[config.mk]
export PLATFORM = sky130hd
export DESIGN_NAME = bgc_config_regs
export DESIGN_NICKNAME = d
export VERILOG_FILES = /design/src/pkg/bgc_pkg.sv /design/src/hw/bgc_gain_decode.sv /design/src/hw/bgc_config_regs.sv
export SDC_FILE = /design/constraint.sdc
export NUM_CORES = 1
export LEC_CHECK = 0
export ABC_AREA = 0
export BUFFER_PORTS_ARGS = -buffer_cell sky130_fd_sc_hd__buf_2
export CORE_UTILIZATION = 40
export CTS_CLUSTER_DIAMETER = 60
export DETAILED_ROUTE_END_ITERATION = 6
export PLACE_DENSITY = 0.69
export SYNTH_ARGS = -nofsm -noshare
export SYNTH_HDL_FRONTEND = slang
export SYNTH_HIERARCHICAL = 1
export SYNTH_SLANG_ARGS = --single-unit
[constraint.sdc]
create_clock -name i_mclk -period 1.3 [get_ports i_mclk]
set_clock_uncertainty 0.15 [all_clocks]
set_input_delay 0.13 -clock i_mclk [delete_from_list [all_inputs] [get_ports i_mclk]]
set_output_delay 0.13 -clock i_mclk [all_outputs]
set_load 0.01 [all_outputs]
[src/pkg/bgc_pkg.sv]
package bgc_pkg;

    // register port
    localparam int ADDR_W = 6;
    localparam int DATA_W = 8;
    localparam logic [ADDR_W-1:0] ADDR_CLOCK_RECOVERY_CONFIG = 6'h1A;
    localparam logic [ADDR_W-1:0] ADDR_GAIN_CONTROL_CONFIG_TWO = 6'h1B;
    localparam logic [DATA_W-1:0] RST_CLOCK_RECOVERY_CONFIG = 8'h6C;
    localparam logic [DATA_W-1:0] RST_GAIN_CONTROL_CONFIG_TWO = 8'h03;
    localparam logic [DATA_W-1:0] RDATA_UNMAPPED = 8'h00;

    // clock_recovery_config fields
    localparam int PRE_KI_HI = 7;
    localparam int PRE_KI_LO = 6;
    localparam int PRE_KP_HI = 5;
    localparam int PRE_KP_LO = 4;
    localparam int POST_KI_BIT = 3;
    localparam int POST_KP_BIT = 2;
    localparam int RATE_LIM_HI = 1;
    localparam int RATE_LIM_LO = 0;

    // gain_control_config_two fields
    localparam int DAMP_CAP_HI = 7;
    localparam int DAMP_CAP_LO = 6;
    localparam int FRONT_CAP_HI = 5;
    localparam int FRONT_CAP_LO = 3;
    localparam int AMP_TGT_HI = 2;
    localparam int AMP_TGT_LO = 0;

    // gain encodings: integral in half base units, proportional in base units
    localparam int KI_W = 4;
    localparam int KP_W = 3;
    localparam logic [KI_W-1:0] KI_HALF_OF_BASE = 4'h1;
    localparam logic [KP_W-1:0] KP_BASE = 3'h1;
    localparam logic [2:0] MULT_OFFSET = 3'h1;

    // rate offset limit in steps of 3.125 percent
    localparam int RATE_W = 3;
    localparam logic [RATE_W-1:0] RATE_LIMIT_TBL [4] = '{3'h0, 3'h1, 3'h2, 3'h4};

    // front amplifier gain cut in tenths of a dB
    localparam int FRONT_W = 8;
    localparam logic [FRONT_W-1:0] FRONT_CUT_TBL [8] =
        '{8'h00, 8'h1A, 8'h3D, 8'h4A, 8'h5C, 8'h73, 8'h92, 8'hAB};

    // channel filter amplitude target in dB
    localparam int TGT_W = 6;
    localparam logic [TGT_W-1:0] AMP_TARGET_TBL [8] =
        '{6'h18, 6'h1B, 6'h1E, 6'h21, 6'h24, 6'h26, 6'h28, 6'h2A};

    // sync tracking states
    typedef enum logic {
        BGC_HUNT,
        BGC_LOCKED
    } bgc_sync_t;

    // pre-sync code 0..3 to gain multiple 1..4
    function automatic logic [2:0] bgc_mult(input logic [1:0] code);
        return {1'b0, code} + MULT_OFFSET;
    endfunction

endpackage

[src/hw/bgc_gain_decode.sv]
`timescale 1ns/1ps
// selects clock recovery loop gains for the current sync phase
module bgc_gain_decode (
    input wire logic [1:0] i_pre_ki, // pre-sync integral code
    input wire logic [1:0] i_pre_kp, // pre-sync proportional code
    input wire logic i_post_ki, // post-sync integral select
    input wire logic i_post_kp, // post-sync proportional select
    input wire logic i_post_active, // sync word seen
    output logic [bgc_pkg::KI_W-1:0] o_ki_half, // integral gain, half base units
    output logic [bgc_pkg::KP_W-1:0] o_kp // proportional gain, base units
);
    import bgc_pkg::*;

    logic [2:0] ki_mult;
    logic [2:0] kp_mult;
    logic [KI_W-1:0] ki_pre_half;
    logic use_ki_half;
    logic use_kp_base;

    // multiples of the base gains before sync
    assign ki_mult = bgc_mult(i_pre_ki);
    assign kp_mult = bgc_mult(i_pre_kp);
    assign ki_pre_half = {ki_mult, 1'b0};

    // post-sync override only once sync is active
    assign use_ki_half = i_post_active & i_post_ki;
    assign use_kp_base = i_post_active & i_post_kp;
    assign o_ki_half = use_ki_half ? KI_HALF_OF_BASE : ki_pre_half;
    assign o_kp = use_kp_base ? KP_BASE : kp_mult;

endmodule

[src/hw/bgc_config_regs.sv]
`timescale 1ns/1ps
module bgc_config_regs #(
    parameter logic [2:0] DAMP_TOP_STEP = 3'h7 // highest digital amp gain step
) (
    input wire logic i_mclk, // system clock
    input wire logic i_rst_n, // synchronous reset, active low
    input wire logic i_ce, // clock enable, freezes state when low
    input wire logic [bgc_pkg::ADDR_W-1:0] i_reg_addr, // register address
    input wire logic i_reg_wr, // write strobe
    input wire logic [bgc_pkg::DATA_W-1:0] i_reg_wdata, // write data
    input wire logic i_reg_rd, // read strobe
    input wire logic i_sync_det, // sync word detected pulse
    input wire logic i_rx_restart, // reception restart pulse
    output logic [bgc_pkg::DATA_W-1:0] o_reg_rdata, // read data
    output logic o_reg_rvalid, // read data valid
    output logic o_post_sync_active, // post-sync gains in use
    output logic [bgc_pkg::KI_W-1:0] o_ki_half, // integral gain, half base units
    output logic [bgc_pkg::KP_W-1:0] o_kp, // proportional gain, base units
    output logic [bgc_pkg::RATE_W-1:0] o_rate_limit, // rate limit, 3.125 pct steps
    output logic [2:0] o_damp_max_step, // highest usable digital amp step
    output logic [bgc_pkg::FRONT_W-1:0] o_front_cut, // front amp cut, 0.1 dB
    output logic [bgc_pkg::TGT_W-1:0] o_amp_target // amplitude target, dB
);
    import bgc_pkg::*;

    logic [DATA_W-1:0] crcfg_reg;
    logic [DATA_W-1:0] crcfg_next;
    logic [DATA_W-1:0] gc2_reg;
    logic [DATA_W-1:0] gc2_next;
    logic [DATA_W-1:0] rdata_reg;
    logic [DATA_W-1:0] rdata_next;
    logic rvalid_reg;
    bgc_sync_t sync_reg;
    bgc_sync_t sync_next;

    // address decode
    wire hit_crcfg = (i_reg_addr == ADDR_CLOCK_RECOVERY_CONFIG);
    wire hit_gc2 = (i_reg_addr == ADDR_GAIN_CONTROL_CONFIG_TWO);
    wire wr_crcfg = i_reg_wr & hit_crcfg;
    wire wr_gc2 = i_reg_wr & hit_gc2;

    // register next values
    assign crcfg_next = wr_crcfg ? i_reg_wdata : crcfg_reg;
    assign gc2_next = wr_gc2 ? i_reg_wdata : gc2_reg;

    // read mux, unmapped addresses return zero
    assign rdata_next = hit_crcfg ? crcfg_reg :
                        hit_gc2 ? gc2_reg : RDATA_UNMAPPED;

    // configuration storage
    always_ff @(posedge i_mclk) begin
        if (!i_rst_n) begin
            crcfg_reg <= RST_CLOCK_RECOVERY_CONFIG;
            gc2_reg <= RST_GAIN_CONTROL_CONFIG_TWO;
        end else if (i_ce) begin
            crcfg_reg <= crcfg_next;
            gc2_reg <= gc2_next;
        end
    end

    // registered read answer
    always_ff @(posedge i_mclk) begin
        if (!i_rst_n) begin
            rdata_reg <= RDATA_UNMAPPED;
            rvalid_reg <= 1'b0;
        end else if (i_ce) begin
            rvalid_reg <= i_reg_rd;
            if (i_reg_rd) begin
                rdata_reg <= rdata_next;
            end
        end
    end

    assign o_reg_rdata = rdata_reg;
    assign o_reg_rvalid = rvalid_reg;

    // sync tracking, a sync flag beats a restart in the same cycle
    always_comb begin
        sync_next = sync_reg;
        case (sync_reg)
            BGC_HUNT: begin
                if (i_sync_det) begin
                    sync_next = BGC_LOCKED;
                end
            end
            BGC_LOCKED: begin
                if (i_rx_restart && !i_sync_det) begin
                    sync_next = BGC_HUNT;
                end
            end
            default: begin
                sync_next = BGC_HUNT;
            end
        endcase
    end

    always_ff @(posedge i_mclk) begin
        if (!i_rst_n) begin
            sync_reg <= BGC_HUNT;
        end else if (i_ce) begin
            sync_reg <= sync_next;
        end
    end

    // post-sync gains apply already in the flag cycle
    assign o_post_sync_active = (sync_reg == BGC_LOCKED) | (i_sync_det & i_ce);

    // clock recovery gain selection
    bgc_gain_decode u_gain (
        .i_pre_ki(crcfg_reg[PRE_KI_HI:PRE_KI_LO]),
        .i_pre_kp(crcfg_reg[PRE_KP_HI:PRE_KP_LO]),
        .i_post_ki(crcfg_reg[POST_KI_BIT]),
        .i_post_kp(crcfg_reg[POST_KP_BIT]),
        .i_post_active(o_post_sync_active),
        .o_ki_half(o_ki_half),
        .o_kp(o_kp)
    );

    // field decodes for the demodulator and gain controller
    wire [1:0] rate_code = crcfg_reg[RATE_LIM_HI:RATE_LIM_LO];
    wire [1:0] damp_code = gc2_reg[DAMP_CAP_HI:DAMP_CAP_LO];
    wire [2:0] front_code = gc2_reg[FRONT_CAP_HI:FRONT_CAP_LO];
    wire [2:0] tgt_code = gc2_reg[AMP_TGT_HI:AMP_TGT_LO];
    assign o_rate_limit = RATE_LIMIT_TBL[rate_code];
    assign o_damp_max_step = DAMP_TOP_STEP - {1'b0, damp_code};
    assign o_front_cut = FRONT_CUT_TBL[front_code];
    assign o_amp_target = AMP_TARGET_TBL[tgt_code];

    // ---- checks ----
    wire [1:0] pre_ki_code = crcfg_reg[PRE_KI_HI:PRE_KI_LO];
    wire [1:0] pre_kp_code = crcfg_reg[PRE_KP_HI:PRE_KP_LO];
endmodule

==> results of run 1 <==
worst max-delay path by stage:
| stage | startpoint | end | slack, ns | cells past startpoint |
|---|---|---|---|---|
| 2_1_floorplan | gc2_reg[3] | o_front_cut[5] | 0.008 | 5 |
| 3_3_place_gp | i_reg_addr[5] | o_reg_rdata[5] | -0.07 | 5 |
| 3_5_place_dp | i_reg_addr[5] | o_reg_rdata[7] | -0.1 | 5 |
| 4_1_cts | gc2_reg[3] | o_front_cut[6] | -0.25 | 4 |
| 5_1_grt | gc2_reg[0] | o_amp_target[1] | -0.31 | 4 |
| 6_report | gc2_reg[0] | o_amp_target[1] | -0.26 | 4 |
worst max-delay path, stage by stage, from the launching register on:
cell and delay [ns]:
dfxtp_2 0.35, inv_2 0.06, ha_4 0.24, mux2i_1 0.19, buf_2 0.18
routing by layer:
layer  track usage  vias up
met1         0.242      648
met5             0        -
met2         0.328       36
met3        0.0352        4
met4        0.0361        0
li1              -      725
through the flow:
stage	total power [mW]	instance area (µm²)	hold WS [ns]	utilization
after floorplan	0.933	1590	0.122	-
after global placement	1.00	2020	0.245	0.543
after detailed placement	1.01	2020	0.248	0.543
after CTS	1.46	2360	0.00136	0.636
after global routing	1.51	2430	0.0232	0.655
final	1.45	2430	0.0161	0.655
cell usage in the layout (no fill, tap or decap), types with 2 or more instances in the layout:
cell and count:
buf_4 16, clkbuf_8 3, dlygate4sd3_1 7, o31ai_2 8
inv_4 2, buf_6 13, dfxtp_4 4, nand3_1 9
nor2b_1 15, nor2_2 2, and2_4 2, mux2_4 2
buf_12 3, buf_2 49, nand2_1 23, nor2_1 2
inv_2 2, mux2i_1 26, a21oi_2 3, nor3_4 2
dfxtp_1 15, ha_4 7, dfxtp_2 7, a21boi_2 4
ha_1 3, inv_1 3
final cells by class:
class,count,area share
Sequential cell,26,0.224
Inverter,7,0.0129
Timing Repair Buffer,88,0.264
Multi-Input combinational cell,122,0.458
Clock buffer,3,0.0170
Tap cell,48,0.0247
power by group:
group / leakage [nW] / internal, mW / switching (mW)
logic: 0.847 / 0.109 / 0.109
registers: 0.213 / 0.793 / 0.00389
clock network: 0.0216 / 0.207 / 0.233
kinds of logic after synthesis:
logic type | Yosys count | synth area share
adders and majority gates | 10 | 0.0793
muxes | 29 | 0.186
buffers and inverters | 20 | 0.0626
DFF | 26 | 0.330
and+or+nand+nor | 63 | 0.228
other | 1 | 0.00238
AOI/OAI and AO/OA | 19 | 0.113
repair_timing:
action,CTS,global route
cloned,0,0
pin swaps,11,4
resized for setup,54,12
buffers inserted,5,4
hold buffers,7,0
endpoints found under the hold margin,14,0
endpoints found under the setup margin,21,21
==> impl_metrics.ini, run 1 <==
[setup_path]
r2r-end = o_reg_rdata[0]
worst-r2r-setup-slack_ns = 0.17
worstPathArrival_ns = 1.28
path_class = reg -> out
r2r_start = gc2_reg[0]
crit_required_ns = 1.02
cp-start-kind = flip-flop
reg2regPathDepth = 4
end_kind = primary output
cp_max_fo = 2

[clock_tree]
cts_tree = built
worstSkewPairLatency_ns = 0.26
clockBufferDepth = 2
cts_buffers = 3
htree_levels = 1
clock_sinks = 26
clockRootBuffer = clkbuf_8
clk_pin_slew_worst_paths_ns = 0.08

[sta]
finalCriticalPeriod_ns = 1.56
rsz0062_at_grt = yes
min_period_over_period = 1.20
setup_tns_ns = -2.69
slew_violations = 0
setup_viol = 20
fmax_mhz = 642
hold_viol = 0
layout_setup_ws_ns = -0.257

[finish]
num-nets-final = 279
multi_input_area_um2 = 1110
nFillCells = 294
n_antenna_cell = 0
instances_no_fill = 294
layout-drive-gt1-share = 0.553
regArea_um2 = 544
syn2layout_area_growth_pct = 54.2

[grt]
grt-ovfl-total = 0
antenna_found_initial = 0
grt_pass1_vias = 1381
grt_pass1_wl_um = 6220
track_usage = 0.189
grt_max_degree = 31

[detailed_routing]
wl_met2_um = 1920
wl_met1_um = 1810
wl_per_cell_um = 13.3
vias = 1413
vias_per_cell = 4.81
met3_length_um = 144
drc = 0
top_layer = met4
drtAntennaViolNets = 0
detailedRoute.firstPassIterationCount = 4
wl_um = 3900
drtIter0Drc = 19

[logic_synthesis]
seq_area_frac_synth = 0.330
yosysTopAreaCellShare = 0.330
synth_edf_count = 0
ys_warn_count = 6
synthTopCellsByArea = dfxtp_1 (33%), mux2i_1 (17%), ha_1 (7.9%)
synth_common_cells = mux2i_1 (27), dfxtp_1 (26), nand2_1 (24), nor2b_1 (15), ha_1 (10)
ys_seq_elements = 26
synth_cells = 168
post-synth-top-count-cell = mux2i_1
yosys.area.top_type = dfxtp_1
async_flop_share = 0
avgSynthCellArea_um2 = 9.39
syn_area_um2 = 1580
ys_types = 30
synth_flop_cell = dfxtp_1
synthesis.nets = 199

[min_path]
hold-path-cell-count = 3
worstHoldPathType = in -> reg
holdCritStartpoint = i_reg_wdata[7]
whs_endpoint = gc2_reg[7]

[die]
rows = 22
initial_utilization = 0.425
core_um2 = 3720
die-area_um2 = 4200
die_h_um = 64.8
ios = 58
die_width_um = 64.8

[placed_design]
hpwlAfterDp_um = 2630
port_buffers = 56
place_inst = 276
pre_cts_slack_ns = -0.0953
place.gp.congestion = 0.771

[outcome]
violations = setup timing
outcome = finished with violations

[power_and_ir_drop]
leakage_nw = 1.08
p_per_area_nw_per_um2 = 598
max-vdd-ir-drop_uv = 563

[flow_run]
maxCapViolCount = 0
Note: power is estimated with default switching activity, not from simulation.
==> run 2: changes to the inputs <==
CORE_MARGIN = 3   (was not set)
PLACE_DENSITY = 0.7   (was 0.69)
SYNTH_HIERARCHICAL = not set   (was 1)
==> run 2 against run 1 <==
  * The flow still finishes with violations (setup timing)
  * Register-to-register slack better by 0.05 ns
  * Via count increased by 9.8%
  * Synthesized cell count grew 3.6%
  * Die area up 11%
  * Clock-buffer cell count unchanged
  * Core utilization up 3.1 points
==> impl_metrics.ini, run 2 <==
[min_path]
worstHoldPathType = in -> reg
holdCritStartpoint = i_sync_det

[detailed_routing]
wl_per_cell_um = 14.9
drtAntennaViolNets = 0
detailedRoute.firstPassIterationCount = 4
vias = 1551
vias_per_cell = 5.15
drc = 0
drtIter0Drc = 66
wl_um = 4470

[clock_tree]
htree_levels = 1
cts_tree = built
worstSkewPairLatency_ns = 0.28
cts_buffers = 3
clk_pin_slew_worst_paths_ns = 0.09
clockRootBuffer = clkbuf_8
clockBufferDepth = 2
clock_sinks = 26

[die]
initial_utilization = 0.440
rows = 21
die_width_um = 68.2
core_um2 = 3520
die_h_um = 68.2
die-area_um2 = 4660
ios = 58

[outcome]
violations = setup timing
outcome = finished with violations

[logic_synthesis]
syn_area_um2 = 1550
ys_warn_count = 0
synth_edf_count = 0
synthTopCellsByArea = dfxtp_1 (34%), mux2i_1 (14%), ha_1 (8.1%)
ys_types = 29
synth_compound_area_frac = 0.0889
seq_area_frac_synth = 0.336
ys_seq_elements = 26
synth_top_family_by_area = simple AND/OR/NAND/NOR gates
muxShareOfSynthArea = 0.157
async_flop_share = 0
synth_flop_cell = dfxtp_1
synth_xor_xnor_area_share = 0
yosysTopAreaCellShare = 0.336
yosys.area.top_type = dfxtp_1
synthesis.nets = 205
synth_cells = 174
avgSynthCellArea_um2 = 8.90
synthSimpleGateAreaFrac = 0.261
post-synth-top-count-cell = nand2_1
synthAdderAreaFrac = 0.0808
synth_common_cells = nand2_1 (27), dfxtp_1 (26), mux2i_1 (22), nand3_1 (15), o31ai_1 (14)

[finish]
syn2layout_area_growth_pct = 55.9
final_area_um2 = 2410
nFillCells = 273
num-nets-final = 287
n_antenna_cell = 0
final_core_util = 0.686
final_common_cell = buf_2
layout_common_cells = buf_2 (45), nand2_1 (24), buf_4 (23)
layout-drive-gt1-share = 0.506

[setup_path]
worstPathArrival_ns = 1.26
end_kind = primary output
worstSetupStartpoint = gc2_reg[0]
cp-start-kind = flip-flop
max_stage_delay_ns = 0.40
path_class = reg -> out
cp_max_fo = 4
cpMaxStageDelayCell = dfxtp_4
crit_required_ns = 1.02
crit_chain = inv_4 -> ha_4 -> mux2_4 -> buf_6
r2r_start = gc2_reg[3]

[grt]
grt-ovfl-total = 0
antenna_found_initial = 0
grt_max_degree = 16
grt_pass1_wl_um = 6690
track_usage = 0.188
grt_pass1_vias = 1488

[power_and_ir_drop]
p_per_area_nw_per_um2 = 718
total_power_mw = 1.73
leakage_nw = 1.18
max-vdd-ir-drop_uv = 529

[flow_run]
maxCapViolCount = 0

[sta]
layout_setup_ws_ns = -0.242
setup_viol = 20
slew_violations = 0
min_period_over_period = 1.19
setup_tns_ns = -2.72
rsz0062_at_grt = yes
hold_viol = 0
fmax_mhz = 649
finalCriticalPeriod_ns = 1.54

[placed_design]
port_buffers = 56
pre_cts_slack_ns = -0.125
place.gp.congestion = 0.809
hpwlAfterDp_um = 3070
placed_area_um2 = 1970
-- run 2: changes by cell type in the layout (fill, tap and decap cells not counted), sizes merged, moves of 2 or more --
cell and change:
nand3 +6, nand4 +8, buf +2, nor2b -11
o31ai +6, nor3 -2, and2 +3, inv +2
nand2 +3, a21boi -4, mux2i -5
-- run 2: logic make-up (layout without fill, tap and decap cells) --
logic type / count (synthesis) / after routing
buffers and inverters: 23 / 104
AOI/OAI and AO/OA: 19 / 19
muxes: 24 / 24
adders and majority gates: 10 / 10
DFF: 26 / 26
and+or+nand+nor: 71 / 71
other: 1 / 1
-- run 2: power breakdown --
part	leakage, nW	switching [mW]	internal [mW]
logic	0.933	0.131	0.127
clock network	0.0357	0.270	0.413
registers	0.214	0.00468	0.790
-- run 2: what timing repair did --
action / 4_1_cts / 5_1_grt
pin swaps: 10 / 4
hold endpoints to repair: 15 / 0
gates cloned: 0 / 0
setup buffers: 4 / 1
gates resized for setup: 36 / 32
endpoints found under the setup margin: 21 / 23
hold buffers: 8 / 0
-- run 2: layer usage --
layer | vias to the layer above | routed length, µm | GRT usage
met3 | 6 | 260 | 0.0411
met4 | 0 | 40 | 0.0422
met1 | 716 | 1880 | 0.231
met5 | - | 0 | 0
li1 | 771 | - | -
met2 | 58 | 2290 | 0.333
-- run 2: cell type report --
class / instances / area (µm²) / share of cell area
clock buffers: 3 / 41.3 / 0.0171
repair buffers: 91 / 647 / 0.268
clock inverters: 1 / 30.0 / 0.0124
flip-flops and latches: 26 / 552 / 0.228
well taps: 46 / 57.6 / 0.0238
multi-input cells: 125 / 1050 / 0.433
inverters: 9 / 41.3 / 0.0171
-- run 2: critical path, delay by kind of cell, from the launching register on --
kind                       cells  cell delay [ns]
muxes                          1             0.27
DFF                            1             0.40
buffers and inverters          2             0.17
adders and majority gates      1             0.14
-- run 2: per-stage QoR --
| step | cells | hold slack (ns) |
|---|---|---|
| after floorplan | 174 | 0.119 |
| after global placement | 284 | 0.244 |
| after detailed placement | 284 | 0.248 |
| after CTS | 300 | 0.0105 |
| after global routing | 301 | 0.0445 |
| final | 301 | 0.0254 |
-- run 2: path summary, 6_finish.rpt --
kind	endpoint	slack [ns]	depth (start not counted)
setup / recovery	o_amp_target[2]	-0.24	4
hold / removal	sync_reg	0.03	3
setup reg to reg	o_reg_rdata[3]	0.22	3
hold reg to reg	o_reg_rdata[3]	0.32	2
==> run 3: changes to the inputs <==
CORE_MARGIN = 2   (was 3)
PLACE_DENSITY = 0.75   (was 0.7)
TNS_END_PERCENT = 1   (was not set)
==> run 3 against run 2 <==
  * The run still ends with setup timing left
  * Final cell count fell by 2.0%
  * Register-to-register slack improved by 0.07 ns
  * Critical path type unchanged
  * Sequential share of layout area rose by 0.97 points
  * Core utilization fell by 6.8 points
  * Critical endpoint is now o_front_cut[6]
  * Routed wire length fell by 13%
==> impl_metrics.ini, run 3 (synthesis gave the netlist of run 2 again) <==
[finish]
final_core_util = 0.618
instances_no_fill = 295
syn2layout_area_growth_pct = 47.2
num-nets-final = 279
n_antenna_cell = 0
nFillCells = 321
layout_common_cells = buf_2 (52), nand2_1 (24), mux2i_1 (22)
layout-drive-gt1-share = 0.449
final_common_cell = buf_2

[detailed_routing]
detailedRoute.firstPassIterationCount = 4
drc = 0
wl_um = 3910
drtIter0Drc = 41
vias = 1505
vias_per_cell = 5.10
drtAntennaViolNets = 0
wl_per_cell_um = 13.2

[die]
die_width_um = 66.2
die-area_um2 = 4390
die_h_um = 66.2
initial_utilization = 0.420
ios = 58
core_um2 = 3690
rows = 22

[power_and_ir_drop]
power_switching_share = 0.226
p_comb_frac = 0.137
leakage_nw = 1.12
p_int_mw = 1.32
seq_power_share = 0.469
max-vdd-ir-drop_uv = 522
clockPowerShare = 0.394
p_sw_uw = 384
p_per_area_nw_per_um2 = 746
total_power_mw = 1.70

[grt]
use_met3 = 0.0273
track_usage = 0.181
antenna_found_initial = 0
groute.layer.met1.usage = 0.225
grt_use_met2 = 0.323
grt_pass1_wl_um = 6200
grt_max_degree = 35
grt-ovfl-total = 0
grt_pass1_vias = 1370
busiest_layer = met2

[sta]
setup_viol = 20
rsz0062_at_grt = yes
hold_viol = 0
min_period_over_period = 1.18
layout_setup_ws_ns = -0.236
slew_violations = 0
setup_tns_ns = -2.59
fmax_mhz = 651
finalCriticalPeriod_ns = 1.54

[setup_path]
worstPathArrival_ns = 1.26
cp-start-kind = flip-flop
crit_chain = buf_6 -> ha_4 -> mux2_4 -> buf_6
crit_top_cell = buf_6
cp_max_fo = 3
crit_buf_inv = 2
max_stage_delay_ns = 0.34
end_kind = primary output
cpMaxStageDelayCell = dfxtp_2
crit_required_ns = 1.02
path_class = reg -> out
critPathTopFamily = flip-flops

[clock_tree]
clk_pin_slew_worst_paths_ns = 0.09
clockBufferDepth = 2
clockRootBuffer = clkbuf_8
htree_levels = 1
cts_tree = built
worstSkewPairLatency_ns = 0.27
cts_buffers = 3
clock_sinks = 26

[placed_design]
hpwlAfterDp_um = 2870
pre_cts_slack_ns = -0.0144
place_inst = 282
port_buffers = 56
place.gp.congestion = 0.783

[min_path]
worstHoldPathType = in -> reg

[flow_run]
maxCapViolCount = 0

[outcome]
outcome = finished with violations
violations = setup timing
## run 3: per-stage QoR
step                area, µm²  hold WS [ns]
finish                   2280        0.0164
global route             2280        0.0165
floorplan                1550         0.119
CTS                      2230       0.00897
detailed placement       1970         0.246
global placement         1970         0.241
## run 3: layer usage
metal	up-vias	share of wire
li1	751	-
met1	701	0.45
met2	48	0.50
met3	5	0.048
met4	0	0.0092
met5	-	0
## run 3: layout make-up
type | instances | area, µm² | share of cell area
Inverter | 9 | 38.8 | 0.0170
Clock inverter | 1 | 30.0 | 0.0132
Sequential cell | 26 | 543 | 0.238
Multi-Input combinational cell | 125 | 998 | 0.438
Tap cell | 48 | 60.1 | 0.0263
Clock buffer | 3 | 41.3 | 0.0181
Timing Repair Buffer | 83 | 568 | 0.249
## run 3: final timing paths
| check | start | to | slack, ns | cells past startpoint |
|---|---|---|---|---|
| max | gc2_reg[3] | o_front_cut[6] | -0.24 | 4 |
| min | i_sync_det | sync_reg | 0.02 | 3 |
| max reg2reg | gc2_reg[0] | o_reg_rdata[0] | 0.29 | 3 |
| min reg2reg | o_reg_rdata[3] | o_reg_rdata[3] | 0.33 | 2 |
## run 3: repair_timing
item | in CTS | in global routing
endpoints found under the hold margin | 16 | 0
setup buffers | 1 | 0
hold buffers | 8 | 0
pin swaps | 10 | 1
setup endpoints to repair | 20 | 21
resized for setup | 29 | 16
## run 3: worst reg2reg max path, cell delays in order, from the launching register on
cell	delay, ns
dfxtp_4	0.37
buf_4	0.13
mux2i_1	0.17
o31ai_1	0.08
## run 3: power groups by stage
stage	clock network, mW	registers (mW)	logic (mW)
2_1_floorplan	0	0.824	0.114
3_3_place_gp	0	0.824	0.200
3_5_place_dp	0	0.824	0.203
4_1_cts	0.680	0.802	0.225
5_1_grt	0.718	0.799	0.252
6_report	0.670	0.798	0.233
